--- src/pkg/quhb_pkg.sv ---
// Constants, types and states shared by the quad UART host bus port
// Functional notes
// Mode pin high selects strobe bus; low selects read/write-line bus with one select.
// Three address inputs pick the register inside the selected channel.
// Strobe mode: read strobe falling edge fetches addressed byte and drives data bus.
// Strobe mode: host captures read byte at the read strobe rising edge.
// Strobe mode: write strobe falls to start; byte stored at its rising edge.
// Read/write-line mode: read strobe input is ignored entirely.
// Read/write-line mode: write strobe pin is direction, high read, low write.
// Strobe mode: channel A enabled only while its select is low.
// Read/write-line mode: channel A select is the single device chip select.
// Strobe mode: channel B enabled only while its select is low.
// Strobe mode: channel C enabled only while its select is low.
// Read/write-line mode: B and C selects become channel address bits A3, A4.
// Strobe mode: channel D enabled only while its select is low; else unused.
// Read/write-line mode: A4:A3 values 0 to 3 map to channels A to D.
// Host asserts one select at a time and holds address through each strobe.
`default_nettype none

package quhb_pkg;

    localparam int DATA_W = 8;
    localparam int ADDR_W = 3;
    localparam int CHAN_W = 2;
    localparam int SYNC_STAGES = 3;
    localparam int CTRL_W = 7;
    localparam int BUS_W = ADDR_W + DATA_W;

    // Bus mode pin and direction line levels
    localparam logic MODE_STROBE = 1'b1;
    localparam logic MODE_RWLINE = 1'b0;
    localparam logic DIR_READ = 1'b1;
    localparam logic DIR_WRITE = 1'b0;

    // Channel codes on the register side
    localparam logic [CHAN_W-1:0] CHAN_A = 2'h0;
    localparam logic [CHAN_W-1:0] CHAN_B = 2'h1;
    localparam logic [CHAN_W-1:0] CHAN_C = 2'h2;
    localparam logic [CHAN_W-1:0] CHAN_D = 2'h3;

    // Bit positions inside the synchronised control word
    localparam int CTRL_MODE = 6;
    localparam int CTRL_RD = 5;
    localparam int CTRL_WR = 4;
    localparam int CTRL_CSA = 3;
    localparam int CTRL_CSB = 2;
    localparam int CTRL_CSC = 1;
    localparam int CTRL_CSD = 0;

    // Reset values: strobes and selects idle high, strobe mode assumed
    localparam logic [CTRL_W-1:0] CTRL_RESET = 7'h7f;
    localparam logic [BUS_W-1:0] BUS_RESET = 11'h000;
    localparam logic [DATA_W-1:0] DOUT_RESET = 8'h00;
    localparam logic [ADDR_W-1:0] ADDR_RESET = 3'h0;

    // Cycles from the register read pulse to read data being valid
    localparam int RD_LATENCY = 1;
    localparam int LAT_W = 4;

    typedef enum {
        QUHB_IDLE,
        QUHB_RD_FETCH,
        QUHB_RD_DRIVE,
        QUHB_WR_WAIT
    } quhb_state_e;

endpackage

`default_nettype wire

--- src/verilog/quhb_bus_port.sv ---
// Host parallel bus port of a four-channel UART, both bus styles
`default_nettype none

module quhb_bus_port #(
    parameter int RD_LATENCY = quhb_pkg::RD_LATENCY
) (
    input wire logic core_clk,
    input wire logic rst_b,
    // Host pins
    input wire logic bus_mode,
    input wire logic read_strobe_n,
    input wire logic write_strobe_n,
    input wire logic channel_a_select_n,
    input wire logic channel_b_select_n,
    input wire logic channel_c_select_n,
    input wire logic channel_d_select_n,
    input wire logic [quhb_pkg::ADDR_W-1:0] bus_addr,
    input wire logic [quhb_pkg::DATA_W-1:0] bus_data_in,
    output logic [quhb_pkg::DATA_W-1:0] bus_data_out,
    output logic bus_data_oe,
    // Register side, same clock
    output logic [quhb_pkg::CHAN_W-1:0] reg_chan,
    output logic [quhb_pkg::ADDR_W-1:0] reg_addr,
    output logic [quhb_pkg::DATA_W-1:0] reg_wdata,
    output logic reg_write,
    output logic reg_read,
    input wire logic [quhb_pkg::DATA_W-1:0] reg_rdata,
    output logic busy
);

    logic [quhb_pkg::CTRL_W-1:0] ctrl_level;
    logic [quhb_pkg::CTRL_W-1:0] ctrl_prev;
    logic [quhb_pkg::BUS_W-1:0] bus_level;
    quhb_pkg::quhb_state_e state;
    quhb_pkg::quhb_state_e next_state;
    logic txn_mode;
    logic [quhb_pkg::CHAN_W-1:0] txn_chan;
    logic [quhb_pkg::LAT_W-1:0] lat_count;

    logic mode;
    logic rd_n;
    logic wr_n;
    logic sel_a_n;
    logic sel_b_n;
    logic sel_c_n;
    logic sel_d_n;
    logic [quhb_pkg::ADDR_W-1:0] addr_now;
    logic [quhb_pkg::DATA_W-1:0] data_now;

    logic sel_any;
    logic [quhb_pkg::CHAN_W-1:0] sel_chan;
    logic start_rd;
    logic start_wr;
    logic [quhb_pkg::CHAN_W-1:0] start_chan;
    logic end_rd;
    logic end_wr;
    logic still_enabled;
    logic fetch_done;

    // Control pins and address/data pins cross into core_clk separately
    quhb_pin_sync #(
        .WIDTH(quhb_pkg::CTRL_W),
        .RESET_VAL(quhb_pkg::CTRL_RESET)
    ) u_ctrl_sync (
        .core_clk(core_clk),
        .rst_b(rst_b),
        .pin({bus_mode, read_strobe_n, write_strobe_n, channel_a_select_n,
              channel_b_select_n, channel_c_select_n, channel_d_select_n}),
        .level(ctrl_level)
    );

    quhb_pin_sync #(
        .WIDTH(quhb_pkg::BUS_W),
        .RESET_VAL(quhb_pkg::BUS_RESET)
    ) u_bus_sync (
        .core_clk(core_clk),
        .rst_b(rst_b),
        .pin({bus_addr, bus_data_in}),
        .level(bus_level)
    );

    assign mode = ctrl_level[quhb_pkg::CTRL_MODE];
    assign rd_n = ctrl_level[quhb_pkg::CTRL_RD];
    assign wr_n = ctrl_level[quhb_pkg::CTRL_WR];
    assign sel_a_n = ctrl_level[quhb_pkg::CTRL_CSA];
    assign sel_b_n = ctrl_level[quhb_pkg::CTRL_CSB];
    assign sel_c_n = ctrl_level[quhb_pkg::CTRL_CSC];
    assign sel_d_n = ctrl_level[quhb_pkg::CTRL_CSD];
    assign addr_now = bus_level[quhb_pkg::BUS_W-1:quhb_pkg::DATA_W];
    assign data_now = bus_level[quhb_pkg::DATA_W-1:0];

    // Strobe mode channel from the four selects; a host that breaks the one-select
    // convention gets the lowest channel rather than a merged access
    function automatic logic [quhb_pkg::CHAN_W-1:0] select_chan(
        input logic a_n,
        input logic b_n,
        input logic c_n
    );
        logic [quhb_pkg::CHAN_W-1:0] chan;
        chan = quhb_pkg::CHAN_D;
        if (!a_n) begin
            chan = quhb_pkg::CHAN_A;
        end else if (!b_n) begin
            chan = quhb_pkg::CHAN_B;
        end else if (!c_n) begin
            chan = quhb_pkg::CHAN_C;
        end
        return chan;
    endfunction

    // True while the select of the given channel is still asserted
    function automatic logic chan_selected(
        input logic [quhb_pkg::CHAN_W-1:0] chan,
        input logic [quhb_pkg::CTRL_W-1:0] ctrl
    );
        logic sel;
        sel = 1'b0;
        case (chan)
            quhb_pkg::CHAN_A: sel = !ctrl[quhb_pkg::CTRL_CSA];
            quhb_pkg::CHAN_B: sel = !ctrl[quhb_pkg::CTRL_CSB];
            quhb_pkg::CHAN_C: sel = !ctrl[quhb_pkg::CTRL_CSC];
            default: sel = !ctrl[quhb_pkg::CTRL_CSD];
        endcase
        return sel;
    endfunction

    assign sel_any = !(sel_a_n && sel_b_n && sel_c_n && sel_d_n);
    assign sel_chan = select_chan(sel_a_n, sel_b_n, sel_c_n);

    always_comb begin
        start_rd = 1'b0;
        start_wr = 1'b0;
        start_chan = sel_chan;
        end_rd = 1'b0;
        end_wr = 1'b0;
        still_enabled = 1'b1;
        if (mode == quhb_pkg::MODE_STROBE) begin
            // Falling strobe edge with a channel selected opens a cycle
            start_rd = ctrl_prev[quhb_pkg::CTRL_RD] && !rd_n && sel_any;
            start_wr = ctrl_prev[quhb_pkg::CTRL_WR] && !wr_n && sel_any && rd_n;
            end_rd = !ctrl_prev[quhb_pkg::CTRL_RD] && rd_n;
            end_wr = !ctrl_prev[quhb_pkg::CTRL_WR] && wr_n;
            still_enabled = chan_selected(txn_chan, ctrl_level);
        end else begin
            // Read strobe and channel D select play no part here
            start_rd = ctrl_prev[quhb_pkg::CTRL_CSA] && !sel_a_n
                       && (wr_n == quhb_pkg::DIR_READ);
            start_wr = ctrl_prev[quhb_pkg::CTRL_CSA] && !sel_a_n
                       && (wr_n == quhb_pkg::DIR_WRITE);
            start_chan = {sel_c_n, sel_b_n};
            end_rd = !ctrl_prev[quhb_pkg::CTRL_CSA] && sel_a_n;
            end_wr = end_rd;
        end
    end

    assign fetch_done = (lat_count == quhb_pkg::LAT_W'(RD_LATENCY));

    always_comb begin
        next_state = state;
        case (state)
            quhb_pkg::QUHB_IDLE: begin
                if (start_rd) begin
                    next_state = quhb_pkg::QUHB_RD_FETCH;
                end else if (start_wr) begin
                    next_state = quhb_pkg::QUHB_WR_WAIT;
                end
            end
            quhb_pkg::QUHB_RD_FETCH: begin
                if (mode != txn_mode || !still_enabled || end_rd) begin
                    next_state = quhb_pkg::QUHB_IDLE;
                end else if (fetch_done) begin
                    next_state = quhb_pkg::QUHB_RD_DRIVE;
                end
            end
            quhb_pkg::QUHB_RD_DRIVE: begin
                if (mode != txn_mode || !still_enabled || end_rd) begin
                    next_state = quhb_pkg::QUHB_IDLE;
                end
            end
            quhb_pkg::QUHB_WR_WAIT: begin
                if (mode != txn_mode || !still_enabled || end_wr) begin
                    next_state = quhb_pkg::QUHB_IDLE;
                end
            end
            default: next_state = quhb_pkg::QUHB_IDLE;
        endcase
    end

    always_ff @(posedge core_clk) begin
        if (!rst_b) begin
            state <= quhb_pkg::QUHB_IDLE;
        end else begin
            state <= next_state;
        end
    end

    always_ff @(posedge core_clk) begin
        if (!rst_b) begin
            ctrl_prev <= quhb_pkg::CTRL_RESET;
        end else begin
            ctrl_prev <= ctrl_level;
        end
    end

    // Channel and register are frozen at the opening edge for the whole cycle
    always_ff @(posedge core_clk) begin
        if (!rst_b) begin
            txn_mode <= quhb_pkg::MODE_STROBE;
            txn_chan <= quhb_pkg::CHAN_A;
            reg_chan <= quhb_pkg::CHAN_A;
            reg_addr <= quhb_pkg::ADDR_RESET;
        end else if (state == quhb_pkg::QUHB_IDLE && (start_rd || start_wr)) begin
            txn_mode <= mode;
            txn_chan <= start_chan;
            reg_chan <= start_chan;
            reg_addr <= addr_now;
        end
    end

    always_ff @(posedge core_clk) begin
        if (!rst_b) begin
            reg_read <= 1'b0;
        end else begin
            reg_read <= (state == quhb_pkg::QUHB_IDLE) && start_rd;
        end
    end

    always_ff @(posedge core_clk) begin
        if (!rst_b) begin
            lat_count <= '0;
        end else if (state == quhb_pkg::QUHB_RD_FETCH) begin
            lat_count <= lat_count + quhb_pkg::LAT_W'(1);
        end else begin
            lat_count <= '0;
        end
    end

    // Write lands only on the closing edge, and only if the select held to the end
    always_ff @(posedge core_clk) begin
        if (!rst_b) begin
            reg_write <= 1'b0;
            reg_wdata <= quhb_pkg::DOUT_RESET;
        end else if (state == quhb_pkg::QUHB_WR_WAIT && end_wr
                     && mode == txn_mode && still_enabled) begin
            reg_write <= 1'b1;
            reg_wdata <= data_now;
        end else begin
            reg_write <= 1'b0;
        end
    end

    always_ff @(posedge core_clk) begin
        if (!rst_b) begin
            bus_data_out <= quhb_pkg::DOUT_RESET;
        end else if (state == quhb_pkg::QUHB_RD_FETCH && fetch_done) begin
            bus_data_out <= reg_rdata;
        end
    end

    // Drive only while the read is open; releasing at the close lets the host latch
    // on its own rising strobe with the byte still held by the pin pads
    always_ff @(posedge core_clk) begin
        if (!rst_b) begin
            bus_data_oe <= 1'b0;
        end else begin
            bus_data_oe <= (next_state == quhb_pkg::QUHB_RD_DRIVE);
        end
    end

    assign busy = (state != quhb_pkg::QUHB_IDLE);

endmodule

`default_nettype wire

--- src/verilog/quhb_pin_sync.sv ---
// Three-stage pin synchroniser with agreement filter
`default_nettype none

module quhb_pin_sync #(
    parameter int WIDTH = 1,
    parameter logic [WIDTH-1:0] RESET_VAL = '0
) (
    input wire logic core_clk,
    input wire logic rst_b,
    input wire logic [WIDTH-1:0] pin,
    output logic [WIDTH-1:0] level
);

    logic [WIDTH-1:0] stage1;
    logic [WIDTH-1:0] stage2;
    logic [WIDTH-1:0] stage3;

    always_ff @(posedge core_clk) begin
        if (!rst_b) begin
            stage1 <= RESET_VAL;
            stage2 <= RESET_VAL;
            stage3 <= RESET_VAL;
        end else begin
            stage1 <= pin;
            stage2 <= stage1;
            stage3 <= stage2;
        end
    end

    // Each bit follows only once the last two stages agree, so a single-cycle
    // metastable settle cannot reach the edge detectors downstream
    always_ff @(posedge core_clk) begin
        if (!rst_b) begin
            level <= RESET_VAL;
        end else begin
            for (int i = 0; i < WIDTH; i++) begin
                if (stage2[i] == stage3[i]) begin
                    level[i] <= stage3[i];
                end
            end
        end
    end

endmodule

`default_nettype wire

--- config.mk ---
export PLATFORM = sky130hd
export DESIGN_NAME = quhb_bus_port
export DESIGN_NICKNAME = d
export VERILOG_FILES = /design/src/pkg/quhb_pkg.sv /design/src/verilog/quhb_bus_port.sv /design/src/verilog/quhb_pin_sync.sv
export SDC_FILE = /design/constraint.sdc
export NUM_CORES = 1
export LEC_CHECK = 0
export ABC_AREA = 1
export BUFFER_PORTS_ARGS = -buffer_cell sky130_fd_sc_hd__buf_2
export CAP_MARGIN = 10
export CORE_UTILIZATION = 50
export CTS_CLUSTER_DIAMETER = 60
export DETAILED_ROUTE_END_ITERATION = 10
export GPL_TIMING_DRIVEN = 1
export PLACE_DENSITY = 0.73
export SKIP_CTS_REPAIR_TIMING = 1
export SYNTH_ARGS = -nofsm -noshare
export SYNTH_HDL_FRONTEND = slang
export SYNTH_HIERARCHICAL = 1
export SYNTH_SLANG_ARGS = --single-unit
--- constraint.sdc ---
create_clock -name core_clk -period 1.5 [get_ports core_clk]
set_clock_uncertainty 0.1 [all_clocks]
set_input_delay 0.45 -clock core_clk [delete_from_list [all_inputs] [get_ports core_clk]]
set_output_delay 0.45 -clock core_clk [all_outputs]
set_load 0.01 [all_outputs]
======== Word-level counts from Yosys, hierarchy flattened ========
Index checks and enable logic that the tools add are counted.
word-level totals
  flip-flop bits (word level) ............. 139
  bits of input ports ..................... 28
  output and inout bits ................... 25
operators by class
  add/subtract/negate cells ............... 1
  equal/unequal tests ..................... 29
  multiplexer cells ....................... 18
  bitwise operators ....................... 1
  reductions and logical operators ........ 40
operator list
  kind                                            count
  two-way mux 32 bit                              6
  case mux 32 bit (4 select lines)                1
  == test 32 x 2 -> 1 bit, second input constant  3
  == test 32 x 3 -> 1 bit, second input constant  2
  logical NOT 32 bit                              2
  == test 32 x 1 -> 1 bit, second input constant  1
  nonzero test 32 bit                             1
  logical AND 1 bit                               20
  == test 1 bit                                   19
  logical NOT 1 bit                               11
  two-way mux 1 bit                               7
  two-way mux 2 bit                               3
  adder 4 x 1 -> 4 bit, second input constant     1
  == test 4 x 1 -> 1 bit, second input constant   1
  logical OR 1 bit                                4
  case mux 1 bit (3 select lines)                 1
  == test 2 x 1 -> 1 bit, second input constant   1
  == test 2 bit, second input constant            1
  logical NOT 2 bit                               1
  AND reduction 2 bit                             1
  != test 1 bit                                   1
  NOT 1 bit                                       1

======== Longest topological paths before layout ========
Gate-level depths: netlist (run 1).
  depth after elaboration ................. 11
  depth in mapped cells ................... 12
  mapped depth without buffers ............ 12

======== Modules after synthesis ========
The synthesis (run 1) kept the hierarchy.
by module, submodules not included
  module                        instances  cells each  area each (µm²)
  quhb_bus_port                 1          295         2357.3
  quhb_pin_sync at u_bus_sync   1          148         1387.6
  quhb_pin_sync at u_ctrl_sync  1          122         933.4

======== Worst setup path before layout (run 1) ========
OpenSTA, ideal clock, no wires.
  path kind ............................... register to register
  from .................................... register u_ctrl_sync.level[6]
  to ...................................... register reg_wdata[6] (netlist bit)
  arrival time ............................ 1.276 ns
  required time ........................... 1.258 ns
  setup slack ............................. -0.018 ns
  cell stages (with the launch flop) ...... 7
  path buffers ............................ 1
  period minus slack after synthesis ...... 1.518 ns
  cells stage by stage .................... dfxtp_1 > inv_2 > o31ai_2 > nand3_2 > buf_6 > nor2_1 > a211oi_2
between the ends
  longest elaborated chain between the ends .. 4
  elaborated cells on any way between the ends .. 6
RTL lines
  item                             line                  text
  start, declared                  quhb_pin_sync.sv:11   output logic [WIDTH-1:0] level
  start signal, assigned by index  quhb_pin_sync.sv:38   level[i] <= stage3[i];
  two-way mux 1 bit                quhb_bus_port.sv:137  if (mode == quhb_pkg::MODE_STROBE) begin
  logical AND 1 bit                quhb_bus_port.sv:243  end else if (state == quhb_pkg::QUHB_WR_WAIT && end_wr
  logical AND 1 bit                quhb_bus_port.sv:244  && mode == txn_mode && still_enabled) begin
  logical AND 1 bit (*)            quhb_bus_port.sv:244
  end signal, assigned             quhb_bus_port.sv:242  reg_wdata <= quhb_pkg::DOUT_RESET;
  end signal, assigned             quhb_bus_port.sv:246  reg_wdata <= data_now;
  end, declared                    quhb_bus_port.sv:24   output logic [quhb_pkg::DATA_W-1:0] reg_wdata,
Mark *: on every way between the ends. The rest lies on a longest branch, timed or not.
A chain may end at the register's enable or synchronous reset.

======== Final worst setup path (run 1) ========
  from .................................... register state[9]
  to ...................................... output port busy
between the ends
  longest elaborated chain between the ends .. 1
RTL lines
  item                    line                  text
  start, declared         quhb_bus_port.sv:34   quhb_pkg::quhb_state_e state;
  start signal, assigned  quhb_bus_port.sv:191  state <= quhb_pkg::QUHB_IDLE;
  start signal, assigned  quhb_bus_port.sv:193  state <= next_state;
  nonzero test 32 bit     quhb_bus_port.sv:270  assign busy = (state != quhb_pkg::QUHB_IDLE);
  end, declared           quhb_bus_port.sv:28   output logic busy
No other way between the ends.

==> run summary, run 1 <==
Status: finished with violations
Failing checks: hold timing, setup timing
Area growth syn-to-layout: 33.9%
H-tree depth: 4
Die Y: 98.7 µm
Vias in the first global route: 3193
Final hold vios: 1
DRC viols: 0
Syn Std Cell Area: 4680 µm²
Most used cell, CP: nand2_1
Flop2flop setup slack: -0.18 ns
RR Endpoint: bus_data_oe$_SDFF_PN0_
CP arrival: 1.56 ns
Top-area cell type share of the netlist area: 58.2%
Clock Pin Slew Worst Setup and Hold Paths: 0.06 ns
R2r startpoint: state[9]$_SDFF_PN0_
Total Wirelength: 8190 µm
CP Launch Type: flop
Synth Instances: 565
Hold Crit Class: in2reg
Area leader, netlist: dfxtp_1
Ports: 53
Number of flops mapped to enable cells by yosys: 0
Via count: 3514
Worst VDD drop: 0.759 mV
Hold_ws: -0.00478 ns
Clock sink count: 136
Final WS setup: -0.611 ns
Largest net degree at the start of global routing: 33
Sequential-to-total area share from yosys stat: 58.2%
CP required: 0.95 ns
Placed instance area: 5200 µm²
GRT overflow: 0
Maxcap violations: 0
Final period utilization: 141%
Rows: 34
Final GP Congestion: 0.867
Net count, final: 709
List of most frequent post-synthesis cells: dfxtp_1 (136), nand2_1 (136), inv_1 (101)
First-pass GRT wire length: 13300 µm
Final Core Density: 70.4%
Crit path max-delay cell type: dfxtp_1
Distinct cells, synth: 33
Fmax: 0.474 GHz
Max clock buf depth: 2
DR vias/cell: 4.39
Setup violators final: 36
Synth async-reset ratio: 0%
Floorplan core area: 8890 µm²
Synth Flop Type: dfxtp_1
Number of routed nets with antenna violations: 0
DP HPWL: 5170 µm
TritonCTS clock tree: built
Final Slew Violations: 0
Wire length per cell: 10.2 µm
Pwr dens: 1280 nW/µm²
Die area: 9750 µm²
Inst Count DP: 755
Share of layout cells above drive strength 1: 29.6%
Hold path startpoint: write_strobe_n
Worst Setup End Kind: output port
Cell area after layout: 6260 µm²
Starting DRT DRC Count: 95
Mean post-synth cell area: 8.28 µm²
Worst stage delay on the critical path: 0.30 ns
Finished Layout Cells: 800
Pre-Repair DR Iteration Count: 5
Reg2Reg Depth: 12
Antenna violations before repair: 0
Tmin final: 2.11 ns
# port buffers: 52
Total GRT Usage: 17.5%
Setup Crit Path Kind: reg2out
Synth top area cells: dfxtp_1 (58%), nand2_1 (11%), inv_1 (8.1%)
Yosys reg bits: 136
Starting Density: 52.6%
Chain of cells forming the critical path: nor2_1 > nand2_1 > nor2_4 > nand2_1 > nor2_2 > inv_2 > buf_6
CTS Buf Count: 17
Leakage: 3.13 nW
N_diodes: 0
DIE WIDTH: 98.7 µm
Critical Path Fanout Max: 4
Overall power: 8.00 mW
Hold Path Cell Cnt: 3
Root Buffer: clkbuf_8
Clk Latency, worst-skew pair: 0.52 ns
Worst Hold End: u_ctrl_sync/stage1[4]$_SDFF_PN1_
RSZ-0062 raised after global routing: yes
Yosys warns: 6
## worst max-delay path by stage
| stage | start | endpoint |
|---|---|---|
| floorplan | state[23]$_SDFF_PN0_ | reg_wdata[6]$_SDFFE_PN0P_ |
| global placement | state[19]$_SDFF_PN0_ | busy |
| detailed placement | state[20]$_SDFF_PN0_ | bus_data_oe$_SDFF_PN0_ |
| CTS | state[20]$_SDFF_PN0_ | busy |
| global route | state[9]$_SDFF_PN0_ | busy |
| finish | state[9]$_SDFF_PN0_ | busy |
## critical path: cells and delay by family (launching register included)
kind / cells / cell delay, ns
simple gates: 5 / 0.55
buf+inv: 2 / 0.19
flops: 1 / 0.30
## cells by family after synthesis
| family | count (synthesis) | share of synthesized area [%] |
|---|---|---|
| AOI/OAI and AO/OA | 54 | 8.05 |
| other | 1 | 0.0802 |
| xor gates and xnor gates | 2 | 0.375 |
| DFF | 136 | 58.2 |
| adders and majority gates | 2 | 0.535 |
| and+or+nand+nor | 253 | 21.7 |
| buffers and inverters | 117 | 11.0 |
## registers in the layout, summed over array words and instances (netlist names), 8 cells and up
name / flops
u_bus_sync/stage2: 11
u_bus_sync/stage1: 11
u_bus_sync/stage3: 11
bus_data_out: 8
u_bus_sync/level: 11
state: 32
reg_wdata: 8
## routing by layer
layer	routed length (µm)	share of wire, %	GRT usage, %
met1	3490	43	18.9
met3	323	3.9	5.74
met2	4230	52	31.0
met4	144	1.8	7.92
met5	0	0	0
## power breakdown
group / leakage (nW) / internal, mW / total (mW) / switching, mW
combinational: 1.72 / 0.0910 / 0.213 / 0.122
sequential: 1.13 / 3.71 / 3.75 / 0.0382
clock: 0.281 / 2.45 / 4.04 / 1.59
total: 3.13 / 6.25 / 8.00 / 1.75
## final cells by class
cell class	count	area, µm²
timing repair buffer	79	683
clock inverter	14	160
sequential	136	2760
fill	675	2630
inverter	104	390
multi-input combinational	341	1700
clock buffer	18	428
tap	108	135
## placed cells by master, fill, tap and decap left out, types with 14 or more instances in the layout
cell         n
a21oi_1     17
nor2_2      23
buf_2       28
dfxtp_2     25
inv_1       97
nand2_1    125
dfxtp_1    109
clkbuf_16   16
nand3_1     14
nor2_1      67
conb_1      30
buf_6       28
## per-stage QoR
step	TNS (ns)	setup WS, ns
after floorplan	0	0.00194
after global placement	-0.699	-0.0860
after detailed placement	-1.40	-0.148
after CTS	-3.62	-0.691
after global routing	-5.56	-0.724
final	-1.72	-0.611
No activity file was read; power rests on OpenSTA's default activity.
==> inputs of run 2 (changes only) <==
Settings changed: ABC_AREA 1 to unset, CORE_UTILIZATION 50 to 45, CTS_CLUSTER_SIZE set to 8, PLACE_DENSITY 0.73 to 0.67.
==> run 2 against run 1 <==
  * The flow finishes with violations (setup timing)
  * Fmax is 12% lower
  * Wire length decreased by 5.7%
  * Setup slack got worse by 0.29 ns
  * Critical path depth decreased by 2
  * Sequential power about the same
  * Via count is 19% lower
  * Non-clock buffer count rose by 17
  * Combinational power fell by 24%
  * Synthesized area fell by 9.3%
  * Design area down 2.9%
  * Highest routed layer unchanged
==> run summary, run 2 <==
Status: finished with violations
Failing checks: setup timing
Starting DRT DRC Count: 90
Synth Instances: 371
# fillers: 678
DIE WIDTH: 99.1 µm
# port buffers: 52
Finished Layout Cells: 628
Final WS setup: -0.897 ns
Antenna violations before repair: 0
Number of routed nets with antenna violations: 0
Synth top area cells: dfxtp_1 (64%), mux2i_1 (5.0%), and2_1 (4.9%)
Largest register FFs: 32
Share of layout cells above drive strength 1: 36.4%
Max clock buf depth: 2
Floorplan core area: 9200 µm²
CP arrival: 1.85 ns
DR vias/cell: 4.56
Most used cell, CP: buf_6
Worst Setup End Kind: output port
Ports: 53
R2r startpoint: state[11]$_SDFF_PN0_
Vias in the first global route: 2669
Distinct cells, synth: 45
Final hold vios: 0
Pre-CTS worst setup slack: -0.468 ns
H-tree depth: 4
Total Wirelength: 7720 µm
Top-area cell type share of the netlist area: 64.2%
Starting Density: 46.1%
Via count: 2862
Pre-Repair DR Iteration Count: 4
Worst VDD drop: 0.704 mV
Clock Pin Slew Worst Setup and Hold Paths: 0.06 ns
Fmax: 0.417 GHz
Hold Path Cell Cnt: 2
Largest net degree at the start of global routing: 42
CP Launch Type: flop
Maxcap violations: 0
Root Buffer: clkbuf_8
Syn Std Cell Area: 4240 µm²
Critical Path Fanout Max: 2
Setup Crit Path Kind: reg2out
Yosys reg bits: 136
Inst Count DP: 590
Clock sink count: 136
Crit path max-delay cell type: or3_4
Pwr dens: 1320 nW/µm²
Area growth syn-to-layout: 43.4%
Commonest cells after routing, fill and taps aside: dfxtp_1 (105), buf_6 (35), nor2_1 (34), and2_1 (33)
Worst Hold End: u_ctrl_sync/stage1[3]$_SDFF_PN1_
Synth async-reset ratio: 0%
Met1 WL: 3400 µm
Leakage: 2.48 nW
Tmin final: 2.40 ns
Rows: 35
DP HPWL: 4500 µm
Commonest non-fill, non-tap cell in the layout: dfxtp_1
Clk Latency, worst-skew pair: 0.51 ns
Flop2flop setup slack: -0.48 ns
First-pass GRT wire length: 11800 µm
Largest Register: state
Hold_ws: 0.0148 ns
TNS Setup: -11.37 ns
Reg2Reg Depth: 8
Yosys warns: 6
Sequential-to-total area share from yosys stat: 64.2%
RSZ-0062 raised after global routing: yes
N_diodes: 0
Wire length per cell: 12.3 µm
Setup violators final: 39
Net count, final: 535
Final GP Congestion: 0.776
Mean post-synth cell area: 11.4 µm²
Number of flops mapped to enable cells by yosys: 0
Overall power: 8.02 mW
Area leader, netlist: dfxtp_1
DRC viols: 0
Uppermost layer routed: met4
Hold path startpoint: channel_a_select_n
CP required: 0.95 ns
Hold Crit Class: in2reg
Final Slew Violations: 0
Chain of cells forming the critical path: nor4_4 > nand4_1 > buf_6 > or3_4 > buf_6
Top-count cell post-synth: dfxtp_1
CTS Buf Count: 17
TritonCTS clock tree: built
Met3 WL: 292 µm
WL met2: 3910 µm
Worst stage delay on the critical path: 0.33 ns
Synth Flop Type: dfxtp_1
Die Y: 99.1 µm
RR Endpoint: reg_wdata[2]$_SDFFE_PN0P_
Die area: 9820 µm²
Total GRT Usage: 15.8%
Final period utilization: 160%
List of most frequent post-synthesis cells: dfxtp_1 (136), nor2_1 (37), and2_1 (33)
GRT overflow: 0
-- run 2: changes by cell type after synthesis, sizes merged, moves of 21 or more --
cell   previous run  this run
and2              0        33
inv             103         4
mux2i             0        21
nand2           137        17
nor2             93        37
-- run 2: logic make-up after synthesis --
| logic type | Yosys count | synth area share (%) |
|---|---|---|
| simple gates | 144 | 19.2 |
| flops | 136 | 64.2 |
| compound gates | 50 | 8.58 |
| mux | 22 | 5.49 |
| buf+inv | 14 | 1.47 |
| fa+ha+maj | 2 | 0.590 |
| xor+xnor | 2 | 0.413 |
| other cells | 1 | 0.0884 |
-- run 2: worst max-delay path by stage --
stage | start | to | slack, ns | cells after the start
after global placement | state[11]$_SDFF_PN0_ | busy | -0.44 | 5
final | state[11]$_SDFF_PN0_ | busy | -0.90 | 5
after global routing | state[2]$_SDFF_PN0_ | busy | -1.03 | 5
after CTS | state[11]$_SDFF_PN0_ | busy | -1.02 | 5
after floorplan | txn_chan[0]$_SDFFE_PN0P_ | reg_wdata[0]$_SDFFE_PN0P_ | -0.53 | 5
after detailed placement | state[11]$_SDFF_PN0_ | busy | -0.47 | 5
-- run 2: routing by layer --
layer | GRT usage (%) | vias to the layer above
li1 | - | 1489
met1 | 17.9 | 1308
met2 | 26.0 | 56
met3 | 5.90 | 9
met4 | 8.71 | 0
met5 | 0 | -
-- run 2: report_power, final --
group	total, mW	switching [mW]	internal, mW
Clock	4.09	1.48	2.61
Sequential	3.76	0.0471	3.72
Combinational	0.161	0.0735	0.0872
Total	8.02	1.60	6.42
-- run 2: worst max-delay path, delay by kind of cell, from the launching register on --
kind,cells,cell delay (ns)
DFF,1,0.32
and+or+nand+nor,3,0.74
buffers and inverters,2,0.28
-- run 2: cell type report --
type | count | area (µm²) | share of cell area (%)
repair buffers | 96 | 827 | 13.6
flip-flops and latches | 136 | 2760 | 45.4
clock buffers | 20 | 445 | 7.32
clock inverters | 11 | 148 | 2.43
inverters | 4 | 15.0 | 0.247
multi-input cells | 250 | 1750 | 28.7
well taps | 111 | 139 | 2.28
-- run 2: per-stage QoR --
stage / instance area, µm² / util, %
6_report: 6080 / 66.1
2_1_floorplan: 4380 / -
4_1_cts: 5640 / 61.3
3_3_place_gp: 5040 / 54.9
3_5_place_dp: 5040 / 54.9
5_1_grt: 6080 / 66.1
==> inputs of run 3 (changes only) <==
Settings changed: MAX_ROUTING_LAYER set to met4, PLACE_DENSITY 0.67 to 0.76.
==> run 3 against run 2 <==
  * The run still ends with setup timing left
  * Global-route usage rose by 1.3 points
  * Critical path depth did not move
  * Die area did not move
  * Largest cell class unchanged
==> run summary, run 3 (synthesized netlist as in run 2, its figures left out) <==
Clock sink count: 136
Worst Setup End Kind: output port
# port buffers: 52
Starting Density: 46.1%
Final period utilization: 158%
Critical Path Fanout Max: 2
Die Y: 99.1 µm
Status: finished with violations
Reg2Reg Depth: 9
Worst VDD drop: 0.919 mV
TNS Setup: -13.97 ns
Failing checks: setup timing
Largest Register: state
Commonest cells after routing, fill and taps aside: dfxtp_1 (112), buf_4 (38), nor2_1 (33), and2_1 (33)
Share of layout cells above drive strength 1: 36.5%
Leakage: 2.50 nW
CP required: 0.95 ns
Met3 usage: 5.76%
Cell area after layout: 6060 µm²
Max clock buf depth: 2
Rows: 35
Flop2flop setup slack: -0.54 ns
Final Slew Violations: 0
Largest register FFs: 32
DIE WIDTH: 99.1 µm
Starting DRT DRC Count: 78
DRC viols: 0
Setup violators final: 41
Hold Crit Class: in2reg
Wire length per cell: 13.1 µm
Commonest non-fill, non-tap cell in the layout: dfxtp_1
Final GP Congestion: 0.811
Global-route met2 utilization: 27.8%
Die area: 9820 µm²
Via count: 2968
RSZ-0062 raised after global routing: yes
Root Buffer: clkbuf_8
TritonCTS clock tree: built
Clk Latency, worst-skew pair: 0.51 ns
Antenna violations before repair: 0
Tmin final: 2.37 ns
Total GRT Usage: 17.1%
N_diodes: 0
Net count, final: 541
GRT Max-Usage Layer: met2
Ports: 53
Total Wirelength: 8330 µm
Hold Path Cell Cnt: 2
CP arrival: 1.82 ns
Maxcap violations: 0
Number of routed nets with antenna violations: 0
Clock Pin Slew Worst Setup and Hold Paths: 0.06 ns
Largest net degree at the start of global routing: 31
Setup Crit Path Kind: reg2out
Final WS setup: -0.869 ns
Area growth syn-to-layout: 42.9%
Met1 Use GR: 19.2%
Placed instance area: 5090 µm²
Pre-Repair DR Iteration Count: 4
Pwr dens: 1310 nW/µm²
H-tree depth: 4
Fmax: 0.422 GHz
DR vias/cell: 4.67
Final Core Density: 65.9%
Final hold vios: 0
CTS Buf Count: 17
CP Launch Type: flop
GRT overflow: 0
Vias in the first global route: 2870
First-pass GRT wire length: 12500 µm
Floorplan core area: 9200 µm²
DP HPWL: 4950 µm
Hold_ws: 0.0125 ns
-- run 3: changes by cell type in the layout (fill, tap and decap cells not counted), sizes merged --
cell / change
buf: +9
clkbuf: -2
dlygate4sd3: -3
clkinv: -1
clkinvlp: +1
inv: +4
bufinv: -1
-- run 3: path summary, 6_finish.rpt --
| kind | from | end |
|---|---|---|
| worst max-delay path | state[5]$_SDFF_PN0_ | busy |
| worst min-delay path | channel_c_select_n | u_ctrl_sync/stage1[1]$_SDFF_PN1_ |
| worst max register to register | state[5]$_SDFF_PN0_ | reg_addr[2]$_SDFFE_PN0P_ |
| worst min register to register | u_ctrl_sync/stage1[4]$_SDFF_PN1_ | u_ctrl_sync/stage2[4]$_SDFF_PN1_ |
-- run 3: where the power goes --
group          switching [mW]  internal (mW)  leakage [nW]
Sequential             0.0423           3.72          1.13
Combinational          0.0766         0.0911          1.09
Clock                    1.59           2.45         0.285
Total                    1.71           6.25          2.50
-- run 3: per-stage QoR --
step | setup slack, ns | total power, mW | instances
2_1_floorplan | -0.527 | 3.91 | 400
3_3_place_gp | -0.374 | 3.98 | 593
3_5_place_dp | -0.448 | 3.99 | 593
4_1_cts | -0.902 | 8.02 | 625
5_1_grt | -0.968 | 8.25 | 635
6_report | -0.869 | 7.96 | 635
-- run 3: cell type report --
type	instances	area, µm²
fillers	648	3130
flip-flops and latches	136	2750
multi-input cells	250	1710
repair buffers	102	862
clock buffers	18	428
clock inverters	14	161
well taps	111	139
inverters	4	15.0
-- run 3: layer usage --
layer / vias to the layer above / wire [µm]
li1: 1505 / -
met1: 1390 / 3580
met2: 63 / 4330
met3: 10 / 313
met4: 0 / 112
met5: - / 0
-- run 3: worst max-delay path, stage by stage, from the launching register on --
cell     delay [ns]
dfxtp_1        0.31
nor4_2         0.28
nand4_1        0.14
buf_6          0.14
or3_1          0.29
buf_2          0.14
